`src/clkdly_consts.svh`:
```
`ifndef CLKDLY_CONSTS_SVH
`define CLKDLY_CONSTS_SVH

// Register indices; byte address is four times the index
`define IDX_DELAY_MODE     10'h110
`define IDX_LOCAL_SFINE    10'h111
`define IDX_LOCAL_FINE     10'h112
`define IDX_DIG_SFINE      10'h113
`define IDX_DIG_FINE       10'h114
`define IDX_DETECT_CTRL    10'h11a
`define IDX_CLOCK_STATUS   10'h11b
`define IDX_DCS_ONE_CTRL   10'h11c

// Reset values
`define RST_DELAY_MODE     3'h0
`define RST_SFINE          8'h00
`define RST_FINE           8'hc0
`define RST_DET_HIGH       3'h0
`define RST_THRESHOLD      2'h1
`define RST_DET_LOW        3'h6
`define RST_DCS_RSVD       6'h00
`define RST_DCS_EN         1'b1
`define RST_STATUS         1'b0

// Delay mode codes
`define MODE_NONE          3'h0
`define MODE_FINE_LIMITED  3'h2
`define MODE_FINE_ALT      3'h3
`define MODE_FINE_FULL     3'h4
`define MODE_FINE_SUPER    3'h6

// Step limits
`define FINE_STEPS_MAX     8'hc0
`define FINE_STEPS_LIMITED 8'h10
`define SFINE_STEPS_MAX    8'h80

// Field positions
`define THRESH_LSB         3
`define DCS_EN_BIT         1

// Cycles from pin to status register
`define DETECT_LATENCY     3

`endif

```
`src/clkdly_pkg.sv`:
```
package clkdly_pkg;

  typedef struct packed {
    logic       meta;
    logic       sync;
  } sync_state_t;

  typedef struct packed {
    logic [7:0] sfine;
    logic [7:0] fine;
  } chan_state_t;

  typedef struct packed {
    logic       ack;
    logic [7:0] rdata;
    logic [2:0] mode;
    logic [7:0] local_sfine;
    logic [7:0] local_fine;
    logic [7:0] dig_sfine;
    logic [7:0] dig_fine;
    logic [2:0] det_high;
    logic [1:0] threshold;
    logic [2:0] det_low;
    logic [5:0] dcs_rsvd;
    logic       dcs_en;
    logic       detected;
    logic [1:0] warm;
  } top_state_t;

endpackage

```
`src/sample_clock_delay_detect_ctrl.sv`:
```
`timescale 1ns/10ps
`include "clkdly_consts.svh"

module sample_clock_delay_detect_ctrl
  import clkdly_pkg::*;
#(
  parameter int ADR_W = 12
)
(
  // Clock and reset
  input  wire logic         clk_sys,
  input  wire logic         rst,
  // Wishbone slave
  input  wire logic         wb_cyc_i,
  input  wire logic         wb_stb_i,
  input  wire logic         wb_we_i,
  input  wire logic [ADR_W-1:0] wb_adr_i,
  input  wire logic [3:0]   wb_sel_i,
  input  wire logic [31:0]  wb_dat_i,
  output logic      [31:0]  wb_dat_o,
  output logic              wb_ack_o,
  // Clock detector pin
  input  wire logic         input_clock_detected,
  // Delay line controls
  output logic      [2:0]   delay_mode,
  output logic      [7:0]   local_superfine_steps,
  output logic      [7:0]   local_fine_steps,
  output logic      [7:0]   digital_superfine_steps,
  output logic      [7:0]   digital_fine_steps,
  // Detector and stabilizer controls
  output logic      [1:0]   detect_threshold,
  output logic              duty_stabilizer_one_en
);

  if (ADR_W < 12) begin : g_bad_adr
    $error("address bus too narrow for register map");
  end

  top_state_t st_q;
  top_state_t st_d;
  logic       det_sync;
  logic       req;
  logic       wr_take;
  logic [9:0] idx;
  logic [7:0] rd_mux;
  logic       adr_hi_ok;

  // Detector pin through two flops
  level_sync u_det_sync (
    .clk_sys  (clk_sys),
    .rst      (rst),
    .async_in (input_clock_detected),
    .sync_out (det_sync)
  );

  delay_channel u_local_chan (
    .clk_sys     (clk_sys),
    .rst         (rst),
    .mode        (st_q.mode),
    .sfine_cfg   (st_q.local_sfine),
    .fine_cfg    (st_q.local_fine),
    .sfine_steps (local_superfine_steps),
    .fine_steps  (local_fine_steps)
  );

  delay_channel u_digital_chan (
    .clk_sys     (clk_sys),
    .rst         (rst),
    .mode        (st_q.mode),
    .sfine_cfg   (st_q.dig_sfine),
    .fine_cfg    (st_q.dig_fine),
    .sfine_steps (digital_superfine_steps),
    .fine_steps  (digital_fine_steps)
  );

  always_comb begin
    idx       = wb_adr_i[11:2];
    adr_hi_ok = (wb_adr_i[1:0] == 2'h0);
    rd_mux    = 8'h00;
    if (adr_hi_ok) begin
      case (idx)
        `IDX_DELAY_MODE:   rd_mux = {5'h00, st_q.mode};
        `IDX_LOCAL_SFINE:  rd_mux = st_q.local_sfine;
        `IDX_LOCAL_FINE:   rd_mux = st_q.local_fine;
        `IDX_DIG_SFINE:    rd_mux = st_q.dig_sfine;
        `IDX_DIG_FINE:     rd_mux = st_q.dig_fine;
        `IDX_DETECT_CTRL:  rd_mux = {st_q.det_high, st_q.threshold, st_q.det_low};
        `IDX_CLOCK_STATUS: rd_mux = {7'h00, st_q.detected};
        `IDX_DCS_ONE_CTRL: rd_mux = {st_q.dcs_rsvd, st_q.dcs_en, 1'b0};
        default:           rd_mux = 8'h00;
      endcase
    end
  end

  always_comb begin
    req     = wb_cyc_i && wb_stb_i;
    wr_take = req && st_q.ack && wb_we_i && wb_sel_i[0] && adr_hi_ok;
    st_d    = st_q;
    st_d.ack      = req && !st_q.ack;
    st_d.detected = det_sync;
    if (st_q.warm != 2'h3) begin
      st_d.warm = st_q.warm + 2'h1;
    end
    if (req && !st_q.ack) begin
      st_d.rdata = rd_mux;
    end
    // Writes land on the edge where the master sees ack
    if (wr_take) begin
      case (idx)
        `IDX_DELAY_MODE:   st_d.mode        = wb_dat_i[2:0];
        `IDX_LOCAL_SFINE:  st_d.local_sfine = wb_dat_i[7:0];
        `IDX_LOCAL_FINE:   st_d.local_fine  = wb_dat_i[7:0];
        `IDX_DIG_SFINE:    st_d.dig_sfine   = wb_dat_i[7:0];
        `IDX_DIG_FINE:     st_d.dig_fine    = wb_dat_i[7:0];
        `IDX_DETECT_CTRL: begin
          st_d.det_high  = wb_dat_i[7:5];
          st_d.threshold = wb_dat_i[`THRESH_LSB+1:`THRESH_LSB];
          st_d.det_low   = wb_dat_i[2:0];
        end
        `IDX_DCS_ONE_CTRL: begin
          st_d.dcs_rsvd = wb_dat_i[7:2];
          st_d.dcs_en   = wb_dat_i[`DCS_EN_BIT];
        end
        default: begin
          st_d.ack = 1'b0;
        end
      endcase
    end
  end

  always_ff @(posedge clk_sys) begin
    if (rst) begin
      st_q.ack         <= 1'b0;
      st_q.rdata       <= 8'h00;
      st_q.mode        <= `RST_DELAY_MODE;
      st_q.local_sfine <= `RST_SFINE;
      st_q.local_fine  <= `RST_FINE;
      st_q.dig_sfine   <= `RST_SFINE;
      st_q.dig_fine    <= `RST_FINE;
      st_q.det_high    <= `RST_DET_HIGH;
      st_q.threshold   <= `RST_THRESHOLD;
      st_q.det_low     <= `RST_DET_LOW;
      st_q.dcs_rsvd    <= `RST_DCS_RSVD;
      st_q.dcs_en      <= `RST_DCS_EN;
      st_q.detected    <= `RST_STATUS;
      st_q.warm        <= 2'h0;
    end else begin
      st_q <= st_d;
    end
  end

  assign wb_ack_o               = st_q.ack;
  assign wb_dat_o               = {24'h000000, st_q.rdata};
  assign delay_mode             = st_q.mode;
  assign detect_threshold       = st_q.threshold;
  assign duty_stabilizer_one_en = st_q.dcs_en;
endmodule

```
`src/level_sync.sv`:
```
`timescale 1ns/10ps
`include "clkdly_consts.svh"

module level_sync
  import clkdly_pkg::*;
(
  // Clock and reset
  input  wire logic clk_sys,
  input  wire logic rst,
  // Asynchronous level in, synchronised level out
  input  wire logic async_in,
  output logic      sync_out
);

  sync_state_t st_q;
  sync_state_t st_d;

  always_comb begin
    st_d.meta = async_in;
    st_d.sync = st_q.meta;
  end

  always_ff @(posedge clk_sys) begin
    if (rst) begin
      st_q <= '0;
    end else begin
      st_q <= st_d;
    end
  end

  assign sync_out = st_q.sync;

endmodule

```
`src/delay_channel.sv`:
```
`timescale 1ns/10ps
`include "clkdly_consts.svh"

module delay_channel
  import clkdly_pkg::*;
#(
  parameter logic [7:0] FINE_MAX    = `FINE_STEPS_MAX,
  parameter logic [7:0] FINE_LIMIT  = `FINE_STEPS_LIMITED,
  parameter logic [7:0] SFINE_MAX   = `SFINE_STEPS_MAX
)
(
  // Clock and reset
  input  wire logic       clk_sys,
  input  wire logic       rst,
  // Configuration
  input  wire logic [2:0] mode,
  input  wire logic [7:0] sfine_cfg,
  input  wire logic [7:0] fine_cfg,
  // Applied step counts
  output logic      [7:0] sfine_steps,
  output logic      [7:0] fine_steps
);

  if (FINE_LIMIT > FINE_MAX) begin : g_bad_limit
    $error("fine limit above fine maximum");
  end

  chan_state_t st_q;
  chan_state_t st_d;
  logic        sfine_on;
  logic        fine_on;
  logic [7:0]  fine_cap;

  always_comb begin
    sfine_on = (mode == `MODE_FINE_LIMITED) || (mode == `MODE_FINE_SUPER);
    fine_on  = (mode == `MODE_FINE_LIMITED) || (mode == `MODE_FINE_ALT) ||
               (mode == `MODE_FINE_FULL) || (mode == `MODE_FINE_SUPER);
    fine_cap = (mode == `MODE_FINE_LIMITED) ? FINE_LIMIT : FINE_MAX;
    st_d     = st_q;
    st_d.sfine = '0;
    st_d.fine  = '0;
    if (sfine_on) begin
      st_d.sfine = (sfine_cfg > SFINE_MAX) ? SFINE_MAX : sfine_cfg;
    end
    if (fine_on) begin
      st_d.fine = (fine_cfg > fine_cap) ? fine_cap : fine_cfg;
    end
  end

  always_ff @(posedge clk_sys) begin
    if (rst) begin
      st_q <= '0;
    end else begin
      st_q <= st_d;
    end
  end

  assign sfine_steps = st_q.sfine;
  assign fine_steps  = st_q.fine;
endmodule

```
`config.mk`:
```
export PLATFORM = sky130hd
export DESIGN_NAME = sample_clock_delay_detect_ctrl
export DESIGN_NICKNAME = d
export VERILOG_FILES = /design/src/clkdly_pkg.sv /design/src/sample_clock_delay_detect_ctrl.sv /design/src/level_sync.sv /design/src/delay_channel.sv
export VERILOG_INCLUDE_DIRS = /design/src /design/src/src
export SDC_FILE = /design/constraint.sdc
export NUM_CORES = 1
export LEC_CHECK = 0
export BUFFER_PORTS_ARGS = -buffer_cell sky130_fd_sc_hd__buf_2
export CAP_MARGIN = 30
export CORE_ASPECT_RATIO = 1.5
export CORE_MARGIN = 4
export CORE_UTILIZATION = 30
export DETAILED_ROUTE_END_ITERATION = 12
export HOLD_SLACK_MARGIN = 0.06
export PLACE_DENSITY = 0.61
export SYNTH_ARGS = -nofsm -noshare
export SYNTH_HDL_FRONTEND = slang
export SYNTH_SLANG_ARGS = --single-unit
```
`constraint.sdc`:
```
create_clock -name clk_sys -period 2.85 [get_ports clk_sys]
set_clock_uncertainty 0.2 [all_clocks]
set_input_delay 0.285 -clock clk_sys [delete_from_list [all_inputs] [get_ports clk_sys]]
set_output_delay 0.285 -clock clk_sys [all_outputs]
set_load 0.02 [all_outputs]
```
==> reports/qor.log <==
qor: clock_network.tritoncts built
qor: place.numPlacedInstances 711
qor: clock_network.postCtsHoldBufs 6
qor: floorplan.rows 54
qor: final_layout.fin_nets 588
qor: critical_path.worst_r2r_startpoint delay_mode[1]
qor: synthesis.ys_types 60
qor: min_path.hold_path_startpoint wb_dat_i[1]
qor: final_layout.layout-drive-gt1-share 20.5%
qor: sta.finalWorstPathRequiredPeriod 2430 ps
qor: synthesis.synth_enable_flop_cells 0
qor: final_layout.postLayoutCellArea 5180 um2
qor: sta.final_slew_violations 0
qor: clock_network.cts_resized 0
qor: place.post-dp-hpwl 8990 um
qor: final_layout.layout-area-overhead-vs-synth 16.0%
qor: synthesis.synthesis.instances 475
qor: clock_network.clock_latency 340 ps
qor: grt.grt_max_degree 38
qor: synthesis.syn_area_per_cell 9.40 um2
qor: synthesis.netlist_area 4470 um2
qor: floorplan.chipHeight 157 um
qor: final_layout.layout.cells.most_common sky130_fd_sc_hd__dfxtp_1
qor: critical_path.critical_path_buf_inv_count 1
qor: critical_path.critical_path.endpoint_type flip-flop
qor: clock_network.number_of_buffers_added_for_setup_after_cts 0
qor: critical_path.cp.arrival 2470 ps
qor: run_status.status completed
qor: synthesis.synth-seq-area-share 42.1%
qor: critical_path.startpoint_type flip-flop
qor: sta.setup_viol 0
qor: grt.grt_antenna_before_repair 0
qor: sta.achievable-frequency 412 MHz
qor: detailed_routing.drt-total-wl 11,700 um
qor: sta.max_slew_margin 58.3%
qor: grt.number_of_global_route_vias_before_repair 3,577
qor: floorplan.io-pin-count 125
qor: synthesis.yosysWarnings 0
qor: place.port_buffers 73
qor: clock_network.clkSlewWorstSetupHoldPaths 60 ps
qor: detailed_routing.wl_met1 4410 um
qor: detailed_routing.initialDrtViolationCount 258
qor: flow_run.max_cap_viol_count 0
qor: detailed_routing.remaining_drcs 0
qor: detailed_routing.topRoutingLayerUsed met4
qor: clock_network.cts.path.max_buffers 2
qor: clock_network.tritoncts.num_buffers 9
qor: detailed_routing.residual_antenna_violating_net_count_after_detailed_routing 0
qor: floorplan.design.die.area 16,900 um2
qor: synthesis.synth_flop_cell sky130_fd_sc_hd__dfxtp_1
qor: critical_path.timing.reg2reg.setup_slack 420 ps
qor: final_layout.antenna_cells 0
qor: critical_path.max_stage_delay 450 ps
qor: grt.global_route.usage.total 13.9%
qor: detailed_routing.drt-pass1-iter-count 4
qor: clock_network.cts_sinks 94
qor: critical_path.critPathMaxFanout 8
qor: min_path.hold-path-endpoint st_q[19]
qor: final_layout.mostFrequentLayoutCells 94 x sky130_fd_sc_hd__dfxtp_1, 73 x sky130_fd_sc_hd__buf_2, 48 x sky130_fd_sc_hd__mux2i_1
qor: sta.final-hold-violation-count 0
qor: critical_path.worstReg2RegEnd u_local_chan.fine_steps[7]
qor: sta.rsz0062_at_grt no
qor: power_and_ir_drop.power.static_leakage 0.00223 uW
qor: critical_path.critical_path.top_delay_family simple AND/OR/NAND/NOR gates
qor: clock_network.clk_root_buffer_cell sky130_fd_sc_hd__clkbuf_16
qor: detailed_routing.vias 3,554
qor: detailed_routing.avg_wl_per_cell 16.0 um
qor: min_path.hold_path_depth 3
qor: detailed_routing.wl_met2 6340 um
qor: critical_path.crit_required 2890 ps
qor: min_path.path_type_of_the_worst_min_delay_path primary input to flip-flop
qor: final_layout.final_cell_count_no_fill 732
qor: floorplan.core-area 14,600 um2
qor: floorplan.initial_core_util 30.6%
qor: grt.grt_overflow_total 0
qor: place.place_area 4820 um2
qor: critical_path.cpMaxStageDelayCell sky130_fd_sc_hd__or3b_4
qor: synthesis.synth-seq-cells 94
qor: critical_path.crit_type flip-flop to flip-flop
qor: critical_path.crit_path_cells or3b_4 > clkinv_2 > ha_1 > nor4b_1 > and3_1 > a22o_1 > a211oi_1
qor: sta.timing.setup.tns 0 ps
qor: power_and_ir_drop.vdd_ir_drop_max 0.000277 V
qor: floorplan.dieWidth 108 um
qor: sta.final_min_period_over_clock_period 85.3%
qor: detailed_routing.met3_length 609 um
qor: detailed_routing.via_per_inst 4.86
qor: grt.global_route_wire_length_before_repair 18,400 um
qor: power_and_ir_drop.power.density 526 nW/um2
qor: synthesis.postSynth.asyncResetShare 0%
qor: place.finalWeightedCongestion 0.877
qor: critical_path.worstSetupStartpoint delay_mode[1]
qor: sta.worst_slew_pin_slew 620 ps
qor: clock_network.htreeDepth 3
qor: power_and_ir_drop.fin_total_pwr 2720 uW
qor: critical_path.ff2ff_path_depth 7
cells in the mapped netlist (2+ instances only):
master | n | share of area, %
sky130_fd_sc_hd__a211o_1 | 5 | 0.98
sky130_fd_sc_hd__a211oi_1 | 2 | 0.34
sky130_fd_sc_hd__a21oi_1 | 30 | 3.4
sky130_fd_sc_hd__and2_1 | 21 | 2.9
sky130_fd_sc_hd__and3_1 | 11 | 1.5
sky130_fd_sc_hd__and4_1 | 4 | 0.78
sky130_fd_sc_hd__buf_2 | 11 | 1.2
sky130_fd_sc_hd__buf_4 | 37 | 6.2
sky130_fd_sc_hd__buf_6 | 2 | 0.50
sky130_fd_sc_hd__clkbuf_1 | 14 | 1.2
sky130_fd_sc_hd__dfxtp_1 | 94 | 42
sky130_fd_sc_hd__ha_1 | 2 | 0.56
sky130_fd_sc_hd__inv_1 | 6 | 0.50
sky130_fd_sc_hd__mux2i_1 | 48 | 11
sky130_fd_sc_hd__nand2_1 | 16 | 1.3
sky130_fd_sc_hd__nand2b_1 | 38 | 5.3
sky130_fd_sc_hd__nand3_1 | 20 | 2.2
sky130_fd_sc_hd__nand3b_1 | 9 | 1.5
sky130_fd_sc_hd__nand4_1 | 3 | 0.42
sky130_fd_sc_hd__nand4_2 | 2 | 0.56
sky130_fd_sc_hd__nor2_1 | 15 | 1.3
sky130_fd_sc_hd__nor2b_1 | 7 | 0.98
sky130_fd_sc_hd__nor3_1 | 2 | 0.22
sky130_fd_sc_hd__nor3b_1 | 2 | 0.34
sky130_fd_sc_hd__nor4_1 | 2 | 0.28
sky130_fd_sc_hd__nor4b_4 | 2 | 1.1
sky130_fd_sc_hd__o211ai_1 | 5 | 0.84
sky130_fd_sc_hd__o21a_1 | 2 | 0.34
sky130_fd_sc_hd__o21ai_0 | 19 | 2.1
sky130_fd_sc_hd__o22ai_1 | 4 | 0.56
sky130_fd_sc_hd__o2bb2ai_1 | 3 | 0.59
sky130_fd_sc_hd__o311ai_1 | 2 | 0.39
sky130_fd_sc_hd__o31ai_1 | 2 | 0.34
sky130_fd_sc_hd__or2_2 | 2 | 0.28
sky130_fd_sc_hd__or3_1 | 2 | 0.28
sky130_fd_sc_hd__or3b_2 | 4 | 0.78
sky130_fd_sc_hd__or4b_1 | 2 | 0.45
metal layers:
layer,GRT usage (%),up-vias
met3,2.79,24
met5,0,-
met2,25.6,115
li1,-,1730
met4,5.84,0
met1,15.2,1685
logic make-up after synthesis:
kind of cell	count (synthesis)	share of synthesized area, %
AOI/OAI and AO/OA	83	11.5
adders and majority gates	2	0.560
buffers and inverters	71	9.75
and+or+nand+nor	176	25.3
muxes	48	10.8
other	1	0.0840
DFF	94	42.1
final cells by class:
| class | instances | area [um2] |
|---|---|---|
| inverters | 7 | 27.5 |
| flip-flops and latches | 94 | 1880 |
| clock buffers | 11 | 233 |
| multi-input cells | 333 | 2240 |
| well taps | 196 | 245 |
| fillers | 1560 | 9410 |
| repair buffers | 87 | 485 |
| clock inverters | 4 | 72.6 |
where the power goes:
part	total (uW)	internal, uW	switching [uW]
logic	165	51.6	113
clock network	1240	763	480
registers	1320	1320	0.596
total	2720	2130	594
metrics by stage:
step | util [%] | worst slack (ps) | hold slack (ps)
3_3_place_gp | 33.0 | 494 | 217
3_5_place_dp | 33.0 | 410 | 230
2_1_floorplan | - | 698 | 213
6_report | 35.5 | 420 | 70.6
5_1_grt | 35.5 | 256 | 79.8
4_1_cts | 35.5 | 388 | 63.5
flip-flops by register name, summed over array words and instances, names as in the netlist:
name	flops
detect_threshold	2
u_digital_chan.sfine_steps	8
u_det_sync.sync_out	1
u_local_chan.fine_steps	8
delay_mode	3
duty_stabilizer_one_en	1
u_local_chan.sfine_steps	8
wb_dat_o	8
wb_ack_o	1
u_digital_chan.fine_steps	8
u_det_sync.st_d	1
st_q	45
worst reg2reg max path: cells and delay by family (launching register included):
kind | cells | cell delay (ps)
buffers and inverters | 1 | 110
AO/OA/AOI/OAI | 2 | 540
flip-flops | 1 | 440
adder cells (fa/ha/maj) | 1 | 250
AND/OR/NAND/NOR | 3 | 800
worst max-delay path by stage:
stage,cells past startpoint,end,slack [ps]
after global placement,7,u_local_chan.fine_steps[7],490
after floorplan,7,u_local_chan.fine_steps[6],700
after detailed placement,7,u_local_chan.fine_steps[7],410
after CTS,7,u_local_chan.fine_steps[7],390
final,7,u_local_chan.fine_steps[7],420
after global routing,7,u_local_chan.fine_steps[6],260
(Power assumes the default switching activity.)
